## src/core/uafl_pkg.sv

```systemverilog
// uafl_pkg: constants, field positions, interrupt codes and carrier types
// for the uart fifo, interrupt and line format block.
// assumes one 40 MHz clock domain; no imports anywhere, all uses are scoped.
package uafl_pkg;

	// ****************************************
	// register offsets and bus widths
	// ****************************************
	localparam int unsigned ADDR_W = 3;
	localparam logic [2:0] OFS_DATA = 3'h0;
	localparam logic [2:0] OFS_IRQ_EN = 3'h1;
	localparam logic [2:0] OFS_SRC_FCTL = 3'h2;
	localparam logic [2:0] OFS_LINE_FMT = 3'h3;
	localparam logic [2:0] OFS_ENH = 3'h4;
	localparam logic [2:0] OFS_EVT_STAT = 3'h5;
	localparam logic [2:0] OFS_EVT_CLR = 3'h6;

	// ****************************************
	// field positions
	// ****************************************
	localparam int unsigned FCR_FIFO_EN = 0;
	localparam int unsigned FCR_RX_RST = 1;
	localparam int unsigned FCR_TX_RST = 2;
	localparam int unsigned FCR_DMA = 3;
	localparam int unsigned FCR_TXT_LO = 4;
	localparam int unsigned FCR_RXT_LO = 6;
	localparam int unsigned LCR_LEN_LO = 0;
	localparam int unsigned LCR_STOP = 2;
	localparam int unsigned LCR_PAR = 3;
	localparam int unsigned EFR_ENH = 4;
	localparam int unsigned IE_RX = 0;
	localparam int unsigned IE_TX = 1;
	localparam int unsigned IE_LS = 2;
	localparam int unsigned IE_MS = 3;
	localparam int unsigned IE_XOFF = 5;
	localparam int unsigned IE_RTS = 6;
	localparam int unsigned IE_CTS = 7;

	// event status bit positions
	localparam int unsigned EV_RX = 0;
	localparam int unsigned EV_TX = 1;
	localparam int unsigned EV_LS = 2;
	localparam int unsigned EV_MS = 3;
	localparam int unsigned EV_TO = 4;
	localparam int unsigned EV_XOFF = 5;
	localparam int unsigned EV_CR = 6;
	localparam int unsigned EV_W = 7;

	// ****************************************
	// reset values
	// ****************************************
	localparam logic [7:0] IER_RST = 8'h00;
	localparam logic [7:0] LCR_RST = 8'h00;
	localparam logic [7:0] EFR_RST = 8'h00;
	localparam logic [1:0] TRIG_SEL_RST = 2'h0;

	// ****************************************
	// interrupt source codes, bits 5..0
	// ****************************************
	localparam logic [5:0] SRC_LS = 6'h06;
	localparam logic [5:0] SRC_RX_DMA_READY_N = 6'h04;
	localparam logic [5:0] SRC_RXTO = 6'h0C;
	localparam logic [5:0] SRC_THRE = 6'h02;
	localparam logic [5:0] SRC_MODEM = 6'h00;
	localparam logic [5:0] SRC_XOFF = 6'h10;
	localparam logic [5:0] SRC_CTSRTS = 6'h20;
	localparam logic [5:0] SRC_NONE = 6'h01;

	// ****************************************
	// fifo, trigger and frame timing
	// ****************************************
	localparam logic [4:0] FIFO_DEPTH = 5'h10;
	localparam logic [4:0] SINGLE_DEPTH = 5'h01;
	localparam logic [4:0] TRIG_L0 = 5'h01;
	localparam logic [4:0] TRIG_L1 = 5'h04;
	localparam logic [4:0] TRIG_L2 = 5'h08;
	localparam logic [4:0] TRIG_L3 = 5'h0E;
	localparam logic [3:0] MIN_DATA_BITS = 4'h5;
	localparam logic [2:0] STOP_HALF_ONE = 3'h2;
	localparam logic [2:0] STOP_HALF_ONE_HALF = 3'h3;
	localparam logic [2:0] STOP_HALF_TWO = 3'h4;
	localparam logic [4:0] START_HALF = 5'h02;
	localparam logic [6:0] TO_CHARS = 7'h04;
	localparam logic [6:0] HALF_PER_TICK = 7'h02;

	// ****************************************
	// carrier types
	// ****************************************
	typedef struct packed {
		logic [3:0] data_bits;
		logic [2:0] stop_half_bits;
		logic parity_en;
	} uafl_line_fmt_t;

	typedef struct packed {
		logic line_err;
		logic modem_chg;
		logic xoff_rx;
		logic xon_rx;
		logic cts_rts_chg;
	} uafl_link_evt_t;

	function automatic logic [4:0] trig_level(input logic [1:0] sel);
		unique case (sel)
			2'h0: trig_level = TRIG_L0;
			2'h1: trig_level = TRIG_L1;
			2'h2: trig_level = TRIG_L2;
			2'h3: trig_level = TRIG_L3;
		endcase
	endfunction

endpackage

```

## src/core/uafl_core.sv

```systemverilog
// uafl_core: transmit/receive fifos, dma ready pins, prioritised interrupt
// source register and line format register of the uart.
// assumes a serializer outside that pops tx chars, pushes rx chars and
// gives one BIT_TICK_IN pulse per serial bit time.
//
// The plain strobed port and the register offsets were decided locally.
`timescale 1ns/100ps
module uafl_core (
	// clock and reset
	input wire logic MCLK_IN,
	input wire logic NRST_IN,
	// register port
	input wire logic [2:0] ADDR_IN,
	input wire logic [7:0] WR_DATA_IN,
	input wire logic WR_STROBE_IN,
	input wire logic RD_STROBE_IN,
	output logic [7:0] RD_DATA_OUT,
	// serializer side
	output logic [7:0] TX_DATA_OUT,
	output logic TX_VALID_OUT,
	input wire logic TX_READY_IN,
	input wire logic [7:0] RX_DATA_IN,
	input wire logic RX_VALID_IN,
	input wire logic BIT_TICK_IN,
	input wire uafl_pkg::uafl_link_evt_t LINK_EVT_IN,
	output uafl_pkg::uafl_line_fmt_t LINE_FMT_OUT,
	// dma and interrupt pins
	output logic TX_DMA_READY_N_OUT,
	output logic RX_DMA_READY_N_OUT,
	output logic IRQ_OUT
);

	// ****************************************
	// registers
	// ****************************************
	logic [7:0] ier_q, lcr_q, efr_q;
	logic fifo_en_q, dma_mode_q;
	logic [1:0] tx_trig_sel_q, rx_trig_sel_q;
	logic wr_data, wr_ier, wr_fcr, wr_lcr, wr_efr, wr_clr, rd_data, rd_isr;
	logic enh, blk_mode, fifo_toggle;

	assign wr_data = WR_STROBE_IN && ADDR_IN == uafl_pkg::OFS_DATA;
	assign wr_ier = WR_STROBE_IN && ADDR_IN == uafl_pkg::OFS_IRQ_EN;
	assign wr_fcr = WR_STROBE_IN && ADDR_IN == uafl_pkg::OFS_SRC_FCTL;
	assign wr_lcr = WR_STROBE_IN && ADDR_IN == uafl_pkg::OFS_LINE_FMT;
	assign wr_efr = WR_STROBE_IN && ADDR_IN == uafl_pkg::OFS_ENH;
	assign wr_clr = WR_STROBE_IN && ADDR_IN == uafl_pkg::OFS_EVT_CLR;
	assign rd_data = RD_STROBE_IN && ADDR_IN == uafl_pkg::OFS_DATA;
	assign rd_isr = RD_STROBE_IN && ADDR_IN == uafl_pkg::OFS_SRC_FCTL;
	assign enh = efr_q[uafl_pkg::EFR_ENH];
	assign blk_mode = fifo_en_q && dma_mode_q;
	// a change of fifo enable flushes both fifos so depth limits stay honest
	assign fifo_toggle = wr_fcr && (WR_DATA_IN[uafl_pkg::FCR_FIFO_EN] != fifo_en_q);

	always_ff @(posedge MCLK_IN or negedge NRST_IN) begin
		if (!NRST_IN) begin
			ier_q <= uafl_pkg::IER_RST;
			lcr_q <= uafl_pkg::LCR_RST;
			efr_q <= uafl_pkg::EFR_RST;
		end else begin
			if (wr_ier) ier_q <= WR_DATA_IN;
			if (wr_lcr) lcr_q <= WR_DATA_IN;
			if (wr_efr) efr_q <= WR_DATA_IN;
		end
	end

	always_ff @(posedge MCLK_IN or negedge NRST_IN) begin
		if (!NRST_IN) begin
			fifo_en_q <= 1'b0;
			dma_mode_q <= 1'b0;
			tx_trig_sel_q <= uafl_pkg::TRIG_SEL_RST;
			rx_trig_sel_q <= uafl_pkg::TRIG_SEL_RST;
		end else if (wr_fcr) begin
			fifo_en_q <= WR_DATA_IN[uafl_pkg::FCR_FIFO_EN];
			// other fields only take effect alongside fifo enable
			if (WR_DATA_IN[uafl_pkg::FCR_FIFO_EN]) begin
				dma_mode_q <= WR_DATA_IN[uafl_pkg::FCR_DMA];
				tx_trig_sel_q <= WR_DATA_IN[uafl_pkg::FCR_TXT_LO +: 2];
				rx_trig_sel_q <= WR_DATA_IN[uafl_pkg::FCR_RXT_LO +: 2];
			end
		end
	end

	// ****************************************
	// line format
	// ****************************************
	logic [1:0] len_sel;
	assign len_sel = lcr_q[uafl_pkg::LCR_LEN_LO +: 2];
	// one process drives every field so the port has a single driver
	always_comb begin
		LINE_FMT_OUT.data_bits = uafl_pkg::MIN_DATA_BITS + {2'b00, len_sel};
		LINE_FMT_OUT.parity_en = lcr_q[uafl_pkg::LCR_PAR];
		if (!lcr_q[uafl_pkg::LCR_STOP]) LINE_FMT_OUT.stop_half_bits = uafl_pkg::STOP_HALF_ONE;
		else if (len_sel == 2'h0) LINE_FMT_OUT.stop_half_bits = uafl_pkg::STOP_HALF_ONE_HALF;
		else LINE_FMT_OUT.stop_half_bits = uafl_pkg::STOP_HALF_TWO;
	end

	// ****************************************
	// fifos
	// ****************************************
	// with fifos off each side behaves as a single holding register
	logic [7:0] tx_mem [16];
	logic [7:0] rx_mem [16];
	logic [3:0] tx_wp_q, tx_rp_q, rx_wp_q, rx_rp_q;
	logic [4:0] tx_cnt_q, rx_cnt_q, cap, tx_trig, rx_trig;
	logic tx_push, tx_pop, rx_push, rx_pop, rx_overrun, tx_clr, rx_clr;

	assign cap = fifo_en_q ? uafl_pkg::FIFO_DEPTH : uafl_pkg::SINGLE_DEPTH;
	assign tx_trig = fifo_en_q ? uafl_pkg::trig_level(tx_trig_sel_q) : uafl_pkg::TRIG_L0;
	assign rx_trig = fifo_en_q ? uafl_pkg::trig_level(rx_trig_sel_q) : uafl_pkg::TRIG_L0;
	assign tx_clr = fifo_toggle || (wr_fcr && WR_DATA_IN[uafl_pkg::FCR_FIFO_EN] && WR_DATA_IN[uafl_pkg::FCR_TX_RST]);
	assign rx_clr = fifo_toggle || (wr_fcr && WR_DATA_IN[uafl_pkg::FCR_FIFO_EN] && WR_DATA_IN[uafl_pkg::FCR_RX_RST]);
	// a write into a full tx fifo is dropped
	assign tx_push = wr_data && tx_cnt_q != cap;
	assign tx_pop = TX_VALID_OUT && TX_READY_IN;
	assign TX_VALID_OUT = tx_cnt_q != 5'h00;
	assign TX_DATA_OUT = tx_mem[tx_rp_q];
	assign rx_push = RX_VALID_IN && rx_cnt_q != cap;
	assign rx_overrun = RX_VALID_IN && rx_cnt_q == cap;
	assign rx_pop = rd_data && rx_cnt_q != 5'h00;

	always_ff @(posedge MCLK_IN) begin
		if (tx_push) tx_mem[tx_wp_q] <= WR_DATA_IN;
		if (rx_push) rx_mem[rx_wp_q] <= RX_DATA_IN;
	end

	always_ff @(posedge MCLK_IN or negedge NRST_IN) begin
		if (!NRST_IN) begin
			tx_wp_q <= 4'h0;
			tx_rp_q <= 4'h0;
			tx_cnt_q <= 5'h00;
		end else if (tx_clr) begin
			tx_wp_q <= 4'h0;
			tx_rp_q <= 4'h0;
			tx_cnt_q <= 5'h00;
		end else begin
			if (tx_push) tx_wp_q <= tx_wp_q + 4'h1;
			if (tx_pop) tx_rp_q <= tx_rp_q + 4'h1;
			tx_cnt_q <= tx_cnt_q + {4'h0, tx_push} - {4'h0, tx_pop};
		end
	end

	always_ff @(posedge MCLK_IN or negedge NRST_IN) begin
		if (!NRST_IN) begin
			rx_wp_q <= 4'h0;
			rx_rp_q <= 4'h0;
			rx_cnt_q <= 5'h00;
		end else if (rx_clr) begin
			rx_wp_q <= 4'h0;
			rx_rp_q <= 4'h0;
			rx_cnt_q <= 5'h00;
		end else begin
			if (rx_push) rx_wp_q <= rx_wp_q + 4'h1;
			if (rx_pop) rx_rp_q <= rx_rp_q + 4'h1;
			rx_cnt_q <= rx_cnt_q + {4'h0, rx_push} - {4'h0, rx_pop};
		end
	end

	// ****************************************
	// receive timeout
	// ****************************************
	// counted in half bit times so 1.5 stop bits stays exact
	logic [6:0] to_cnt_q, to_lim, to_next;
	logic [4:0] frame_half;
	logic to_armed, to_fire;

	assign frame_half = uafl_pkg::START_HALF + {LINE_FMT_OUT.data_bits, 1'b0}
		+ {3'b000, LINE_FMT_OUT.parity_en, 1'b0} + {2'b00, LINE_FMT_OUT.stop_half_bits};
	assign to_lim = uafl_pkg::TO_CHARS * {2'b00, frame_half};
	assign to_armed = fifo_en_q && rx_cnt_q != 5'h00 && rx_cnt_q < rx_trig;
	assign to_next = to_cnt_q + uafl_pkg::HALF_PER_TICK;
	assign to_fire = to_armed && BIT_TICK_IN && !rx_push && !rx_pop
		&& to_cnt_q < to_lim && to_next >= to_lim;

	always_ff @(posedge MCLK_IN or negedge NRST_IN) begin
		if (!NRST_IN) to_cnt_q <= 7'h00;
		else if (!to_armed || rx_push || rx_pop) to_cnt_q <= 7'h00;
		else if (BIT_TICK_IN && to_cnt_q < to_lim) to_cnt_q <= to_next;
	end

	// ****************************************
	// events and interrupt priority
	// ****************************************
	logic [6:0] ev_q, ev_set, ev_clr, act, isr_clr;
	logic [5:0] src_code;
	logic tx_below, tx_below_q, rx_lvl;

	assign tx_below = tx_cnt_q < tx_trig;
	assign rx_lvl = rx_cnt_q >= rx_trig;

	always_ff @(posedge MCLK_IN or negedge NRST_IN) begin
		if (!NRST_IN) tx_below_q <= 1'b1;
		else tx_below_q <= tx_below;
	end

	always_comb begin
		ev_set = '0;
		ev_set[uafl_pkg::EV_TX] = tx_below && !tx_below_q;
		ev_set[uafl_pkg::EV_LS] = LINK_EVT_IN.line_err || rx_overrun;
		ev_set[uafl_pkg::EV_MS] = LINK_EVT_IN.modem_chg;
		ev_set[uafl_pkg::EV_TO] = to_fire;
		ev_set[uafl_pkg::EV_XOFF] = enh && LINK_EVT_IN.xoff_rx;
		ev_set[uafl_pkg::EV_CR] = enh && LINK_EVT_IN.cts_rts_chg;
		ev_clr = isr_clr;
		if (wr_clr) ev_clr = ev_clr | WR_DATA_IN[6:0];
		// xoff is held until xon or until enhanced mode is switched off, never by a read or software clear
		ev_clr[uafl_pkg::EV_XOFF] = LINK_EVT_IN.xon_rx || !enh;
		ev_clr[uafl_pkg::EV_TO] = ev_clr[uafl_pkg::EV_TO] || rx_pop || rx_clr;
		ev_clr[uafl_pkg::EV_RX] = 1'b1;
	end

	// set wins over clear so no event is lost in a clearing cycle
	always_ff @(posedge MCLK_IN or negedge NRST_IN) begin
		if (!NRST_IN) ev_q <= '0;
		else ev_q <= (ev_q & ~ev_clr) | ev_set;
	end

	always_comb begin
		act = '0;
		act[uafl_pkg::EV_RX] = rx_lvl && ier_q[uafl_pkg::IE_RX];
		act[uafl_pkg::EV_TX] = ev_q[uafl_pkg::EV_TX] && ier_q[uafl_pkg::IE_TX];
		act[uafl_pkg::EV_LS] = ev_q[uafl_pkg::EV_LS] && ier_q[uafl_pkg::IE_LS];
		act[uafl_pkg::EV_MS] = ev_q[uafl_pkg::EV_MS] && ier_q[uafl_pkg::IE_MS];
		act[uafl_pkg::EV_TO] = ev_q[uafl_pkg::EV_TO] && ier_q[uafl_pkg::IE_RX];
		act[uafl_pkg::EV_XOFF] = enh && ev_q[uafl_pkg::EV_XOFF] && ier_q[uafl_pkg::IE_XOFF];
		act[uafl_pkg::EV_CR] = enh && ev_q[uafl_pkg::EV_CR]
			&& (ier_q[uafl_pkg::IE_RTS] || ier_q[uafl_pkg::IE_CTS]);
	end

	// rx ready is a level and drops only as the fifo drains
	always_comb begin
		isr_clr = '0;
		src_code = uafl_pkg::SRC_NONE;
		if (act[uafl_pkg::EV_LS]) begin
			src_code = uafl_pkg::SRC_LS;
			isr_clr[uafl_pkg::EV_LS] = rd_isr;
		end else if (act[uafl_pkg::EV_RX]) begin
			src_code = uafl_pkg::SRC_RX_DMA_READY_N;
		end else if (act[uafl_pkg::EV_TO]) begin
			src_code = uafl_pkg::SRC_RXTO;
			isr_clr[uafl_pkg::EV_TO] = rd_isr;
		end else if (act[uafl_pkg::EV_TX]) begin
			src_code = uafl_pkg::SRC_THRE;
			isr_clr[uafl_pkg::EV_TX] = rd_isr;
		end else if (act[uafl_pkg::EV_MS]) begin
			src_code = uafl_pkg::SRC_MODEM;
			isr_clr[uafl_pkg::EV_MS] = rd_isr;
		end else if (act[uafl_pkg::EV_XOFF]) begin
			src_code = uafl_pkg::SRC_XOFF;
		end else if (act[uafl_pkg::EV_CR]) begin
			src_code = uafl_pkg::SRC_CTSRTS;
			isr_clr[uafl_pkg::EV_CR] = rd_isr;
		end
	end

	assign IRQ_OUT = |act;

	// ****************************************
	// read data and dma pins
	// ****************************************
	logic [7:0] rd_d;
	always_comb begin
		rd_d = 8'h00;
		if (RD_STROBE_IN) begin
			unique case (ADDR_IN)
				uafl_pkg::OFS_DATA: rd_d = rx_cnt_q != 5'h00 ? rx_mem[rx_rp_q] : 8'h00;
				uafl_pkg::OFS_IRQ_EN: rd_d = ier_q;
				uafl_pkg::OFS_SRC_FCTL: rd_d = {fifo_en_q, fifo_en_q, src_code};
				uafl_pkg::OFS_LINE_FMT: rd_d = lcr_q;
				uafl_pkg::OFS_ENH: rd_d = efr_q;
				uafl_pkg::OFS_EVT_STAT: rd_d = {1'b0, ev_q[6:1], rx_lvl};
				default: rd_d = 8'h00;
			endcase
		end
	end

	always_ff @(posedge MCLK_IN or negedge NRST_IN) begin
		if (!NRST_IN) RD_DATA_OUT <= 8'h00;
		else RD_DATA_OUT <= rd_d;
	end

	always_ff @(posedge MCLK_IN or negedge NRST_IN) begin
		if (!NRST_IN) TX_DMA_READY_N_OUT <= 1'b0;
		else if (blk_mode) TX_DMA_READY_N_OUT <= tx_cnt_q == uafl_pkg::FIFO_DEPTH;
		else TX_DMA_READY_N_OUT <= tx_cnt_q != 5'h00;
	end

	always_ff @(posedge MCLK_IN or negedge NRST_IN) begin
		if (!NRST_IN) RX_DMA_READY_N_OUT <= 1'b1;
		else if (!blk_mode) RX_DMA_READY_N_OUT <= rx_cnt_q == 5'h00;
		else if (rx_cnt_q == 5'h00) RX_DMA_READY_N_OUT <= 1'b1;
		else if (rx_lvl || ev_q[uafl_pkg::EV_TO]) RX_DMA_READY_N_OUT <= 1'b0;
	end
endmodule // uafl_core

```

## config.mk

```make
export PLATFORM = sky130hd
export DESIGN_NAME = uafl_core
export DESIGN_NICKNAME = d
export VERILOG_FILES = /design/src/core/uafl_pkg.sv /design/src/core/uafl_core.sv
export SDC_FILE = /design/constraint.sdc
export NUM_CORES = 1
export LEC_CHECK = 0
export BUFFER_PORTS_ARGS = -buffer_cell sky130_fd_sc_hd__buf_2
export CAP_MARGIN = 10
export CORE_MARGIN = 3
export CORE_UTILIZATION = 40
export DETAILED_ROUTE_END_ITERATION = 8
export PLACE_DENSITY_LB_ADDON = 0.05
export SETUP_SLACK_MARGIN = 0.5
export SYNTH_ARGS = -nofsm -noshare
export SYNTH_HDL_FRONTEND = slang
export SYNTH_SLANG_ARGS = --single-unit
```

## constraint.sdc

```tcl
create_clock -name MCLK_IN -period 4.1 [get_ports MCLK_IN]
set_input_delay 0.41 -clock MCLK_IN [delete_from_list [all_inputs] [get_ports MCLK_IN]]
set_output_delay 0.41 -clock MCLK_IN [all_outputs]
set_load 0.1 [all_outputs]
```

==> metrics.txt <==
# TYPE chip_impl_metric gauge
chip_impl_metric{name="netlist.area_leader.share",unit="%"} 51.9
chip_impl_info{name="ys.flop_type",value="edfxtp_1"} 1
chip_impl_metric{name="largest_net_degree_at_the_start_of_global_routing",unit=""} 52
chip_impl_metric{name="detail_route.drc_violations",unit=""} 0
chip_impl_info{name="cts_root_buffer",value="clkbuf_16"} 1
chip_impl_metric{name="detailed_place_hpwl",unit="mm"} 23.6
chip_impl_metric{name="post_layout_worst_setup_margin",unit="ns"} 0.727
chip_impl_info{name="timing.critical_path.to_type",value="output pin"} 1
chip_impl_info{name="hold_path_startpoint",value="LINK_EVT_IN[3]"} 1
chip_impl_metric{name="first_pass_grt_wire_length",unit="mm"} 52.6
chip_impl_metric{name="num-nets-final",unit=""} 1099
chip_impl_metric{name="clk_latency",unit="ns"} 0.52
chip_impl_metric{name="row_count",unit=""} 69
chip_impl_metric{name="synth_cell_type_count",unit=""} 65
chip_impl_metric{name="slew_headroom",unit="%"} 48.2
chip_impl_metric{name="dpl.cell_count",unit=""} 1439
chip_impl_metric{name="synth-warning-count",unit=""} 0
chip_impl_info{name="slowest_stage",value="dfrtp_2"} 1
chip_impl_info{name="worst_path_dominant_cell_family",value="buffers and inverters"} 1
chip_impl_metric{name="worst-slew-pin-transition",unit="ns"} 0.776
chip_impl_info{name="synthMostInstantiatedCell",value="edfxtp_1"} 1
chip_impl_info{name="timing_worst_setup_path_type",value="reg -> out"} 1
chip_impl_metric{name="postRouteAntennaNets",unit=""} 0
chip_impl_metric{name="ctsLongestPathBuffers",unit=""} 3
chip_impl_metric{name="width_of_the_die",unit="um"} 198
chip_impl_metric{name="number_of_antenna_violations_at_the_first_check_in_global_routing",unit=""} 1
chip_impl_metric{name="ys_async_sr_fraction",unit="%"} 23.6
chip_impl_metric{name="grt_met1_usage",unit="%"} 23.3
chip_impl_metric{name="clock_tree_sinks",unit=""} 335
chip_impl_metric{name="wl_per_cell",unit="um"} 23.2
chip_impl_info{name="synth.largest_area_cell",value="edfxtp_1"} 1
chip_impl_info{name="status",value="finished, final reports clean"} 1
chip_impl_metric{name="reg2regPathDepth",unit=""} 14
chip_impl_metric{name="grtUsageTotal",unit="%"} 17.9
chip_impl_metric{name="fin_cells",unit=""} 1508
chip_impl_metric{name="vias_per_cell",unit=""} 5.38
chip_impl_metric{name="final_weighted_congestion_of_routability_driven_global_placement",unit=""} 0.779
chip_impl_info{name="cts_tree",value="built"} 1
chip_impl_metric{name="period_needed",unit="ns"} 3.37
chip_impl_metric{name="report.final.setup_viol",unit=""} 0
chip_impl_metric{name="max_stage_delay_on_crit_path",unit="ns"} 0.66
chip_impl_metric{name="post_route_cells_drive_above_1_share",unit="%"} 22.8
chip_impl_metric{name="die_h",unit="um"} 198
chip_impl_info{name="timing.rr.end",value="to_cnt_q[5]$_DFFE_PN0P_"} 1
chip_impl_metric{name="synthToLayoutAreaGrowth",unit="%"} 14.2
chip_impl_info{name="synth_top_cells_by_area",value="edfxtp_1 (52%), dfrtp_1 (13%), mux4_2 (7.9%), ha_1 (3.9%), mux2i_1 (3.2%)"} 1
chip_impl_metric{name="antenna_diodes",unit=""} 0
chip_impl_metric{name="first_iter_violations",unit=""} 464
chip_impl_metric{name="finalHoldViolCount",unit=""} 0
chip_impl_metric{name="num_vias",unit=""} 8119
chip_impl_metric{name="mappedNetlistArea",unit="mm^2"} 0.0148
chip_impl_metric{name="post_place_setup_slack",unit="ns"} 0.796
chip_impl_metric{name="groute.layer.met2.usage",unit="%"} 31.9
chip_impl_metric{name="synth.yosys.seq_area_share",unit="%"} 65.3
chip_impl_metric{name="dr.pass1.iters",unit=""} 6
chip_impl_metric{name="globalRouteOverflowTotal",unit=""} 0
chip_impl_metric{name="worstPathBufferInverterCount",unit=""} 2
chip_impl_metric{name="design.die.area",unit="mm^2"} 0.0394
chip_impl_metric{name="period_share",unit="%"} 82.3
chip_impl_metric{name="htreeDepth",unit=""} 2
chip_impl_metric{name="leakagePower",unit="uW"} 0.00615
chip_impl_metric{name="cts_inserted_buffers",unit=""} 38
chip_impl_metric{name="cp.required",unit="ns"} 3.69
chip_impl_metric{name="worstHoldPathCells",unit=""} 2
chip_impl_metric{name="power.density",unit="mW/mm^2"} 681
chip_impl_metric{name="timing.critical_path.fanout_max",unit=""} 23
chip_impl_metric{name="ioPinCount",unit=""} 59
chip_impl_metric{name="drv_cap",unit=""} 0
chip_impl_metric{name="worst_ep_arrival_time",unit="ns"} 2.96
chip_impl_info{name="critical_path.cell_chain",value="buf_4 > mux4_2 > a22oi_1 > nand2_1 > buf_2"} 1
chip_impl_metric{name="worst_clock_skew",unit="ns"} 0.0110
chip_impl_metric{name="ff2ff_setup_slack",unit="ns"} 0.85
chip_impl_info{name="globalRoute.busiestLayer",value="met2"} 1
chip_impl_metric{name="number_of_flops_mapped_to_enable_cells_by_yosys",unit=""} 256
chip_impl_metric{name="postSynthAreaPerCell",unit="um^2"} 15.7
chip_impl_info{name="start_kind",value="flip-flop"} 1
chip_impl_metric{name="drv_slew",unit=""} 0
chip_impl_metric{name="grt_use_met3",unit="%"} 2.74
chip_impl_info{name="worstHoldEndpoint",value="ev_q[3]$_DFF_PN0_"} 1
chip_impl_info{name="rsz0062_at_grt",value="no"} 1
chip_impl_metric{name="postRouteWirelength",unit="mm"} 35.0
chip_impl_metric{name="synth_nets",unit=""} 1023
chip_impl_metric{name="irDropWorstVdd",unit="V"} 0.000370
chip_impl_info{name="hold_path.class",value="in -> reg"} 1
chip_impl_metric{name="via_count_of_the_first_global_routing_pass",unit=""} 8366
chip_impl_info{name="commonest_cells_in_the_netlist",value="edfxtp_1 (256), dfrtp_1 (77), mux4_2 (52)"} 1
chip_impl_metric{name="portBuffers",unit=""} 58
chip_impl_info{name="startpoint_of_the_worst_register_to_register_path",value="lcr_q[0]$_DFFE_PN0P_"} 1
chip_impl_metric{name="gate_count_of_the_mapped_netlist",unit=""} 943
chip_impl_metric{name="coreArea",unit="mm^2"} 0.0360
chip_impl_metric{name="n_fill_cell",unit=""} 3151
chip_impl_metric{name="achievable_freq",unit="MHz"} 296
chip_impl_metric{name="effective_utilization_at_floorplan",unit="%"} 41.1
chip_impl_metric{name="clk_pin_slew",unit="ns"} 0.06
chip_impl_metric{name="setup_total_negative_slack",unit="ns"} 0
chip_impl_metric{name="yosys_register_bits",unit=""} 335
[flip-flops by register name, summed over array words and instances, names as in the netlist]
name,cells
rx_trig_sel_q,2
tx_below_q,1
to_cnt_q,6
RX_DMA_READY_N_OUT,1
dma_mode_q,1
rx_rp_q,4
ev_q,6
RD_DATA_OUT,8
tx_mem,128
rx_cnt_q,5
rx_wp_q,4
ier_q,8
TX_DMA_READY_N_OUT,1
lcr_q,8
tx_cnt_q,5
tx_wp_q,4
tx_rp_q,4
tx_trig_sel_q,2
efr_q,8
fifo_en_q,1
rx_mem,128
[logic make-up (layout without fill, tap and decap cells)]
logic type,Yosys count,in the layout,share of synthesized area (%)
AOI/OAI and AO/OA,117,117,5.59
adders and majority gates,49,49,4.29
and+or+nand+nor,199,199,7.10
xor gates and xnor gates,30,30,1.77
buffers and inverters,78,182,2.15
DFF,335,335,65.3
muxes,135,135,13.8
[cell type report]
type                       count  area (um^2)  area share (%)
sequential                   335         9670            57.2
multi-input combinational    530         4900            29.0
clock buffer                  53         1060            6.26
tap                          461          577            3.41
timing repair buffer          78          458            2.71
inverter                      36          145           0.858
clock inverter                15          100           0.592
[metrics by stage]
stage / area [um^2] / hold WS, ns / util [%] / total power [uW]
4_1_cts: 16900 / 0.0471 / 47.0 / 11700
3_3_place_gp: 15700 / 0.484 / 43.7 / 8470
2_1_floorplan: 14900 / 0.114 / - / 7440
6_report: 16900 / 0.0731 / 47.0 / 11500
5_1_grt: 16900 / 0.0726 / 47.0 / 12100
3_5_place_dp: 15700 / 0.494 / 43.7 / 8470
[placed cells by master (no fill, tap or decap), drive strengths merged, types with 4 or more instances in the layout]
master,instances
xnor2,19
o21a,9
mux2,35
nor2,40
nand3,12
mux4,52
dfrtp,77
a221oi,19
mux2i,48
o21ai,22
edfxtp,256
a22oi,13
nor3,12
nand4,6
nor2b,15
and3,8
nand2b,6
nand2,50
clkbuf,53
xor2,11
ha,46
nor3b,8
inv,34
or4,4
a21oi,18
and2,24
a31oi,7
o211ai,7
buf,77
clkinv,13
[per-layer routing]
layer  vias up  wire (um)
li1       3791          -
met1      4150      15100
met2       135      18200
met3        41       1150
met4         2        577
met5         -         11
[how the worst max path moves through the flow]
stage / from / end / slack, ns / cells past startpoint
floorplan: lcr_q[0]$_DFFE_PN0P_ / to_cnt_q[5]$_DFFE_PN0P_ / -0.02 / 13
detailed placement: ADDR_IN[0] / tx_cnt_q[4]$_DFF_PN0_ / 0.80 / 12
finish: tx_rp_q[0]$_DFFE_PN0P_ / TX_DATA_OUT[6] / 0.73 / 5
CTS: fifo_en_q$_DFFE_PN0P_ / IRQ_OUT / 0.59 / 9
global route: tx_rp_q[0]$_DFFE_PN0P_ / TX_DATA_OUT[3] / 0.60 / 5
global placement: ADDR_IN[0] / tx_cnt_q[4]$_DFF_PN0_ / 0.86 / 12
[power by group]
| part | switching (uW) | internal (uW) |
|---|---|---|
| logic | 2490 | 1450 |
| clock network | 1320 | 1860 |
| registers | 381 | 4020 |
| total | 4190 | 7330 |
[repair_timing]
action,4_1_cts,5_1_grt
setup endpoints to repair,1,1
hold endpoints to repair,48,0
gates resized for setup,1,1
hold buffers,1,0
setup buffers,0,0
gates cloned,0,0
No activity file was read; power rests on OpenSTA's default activity.
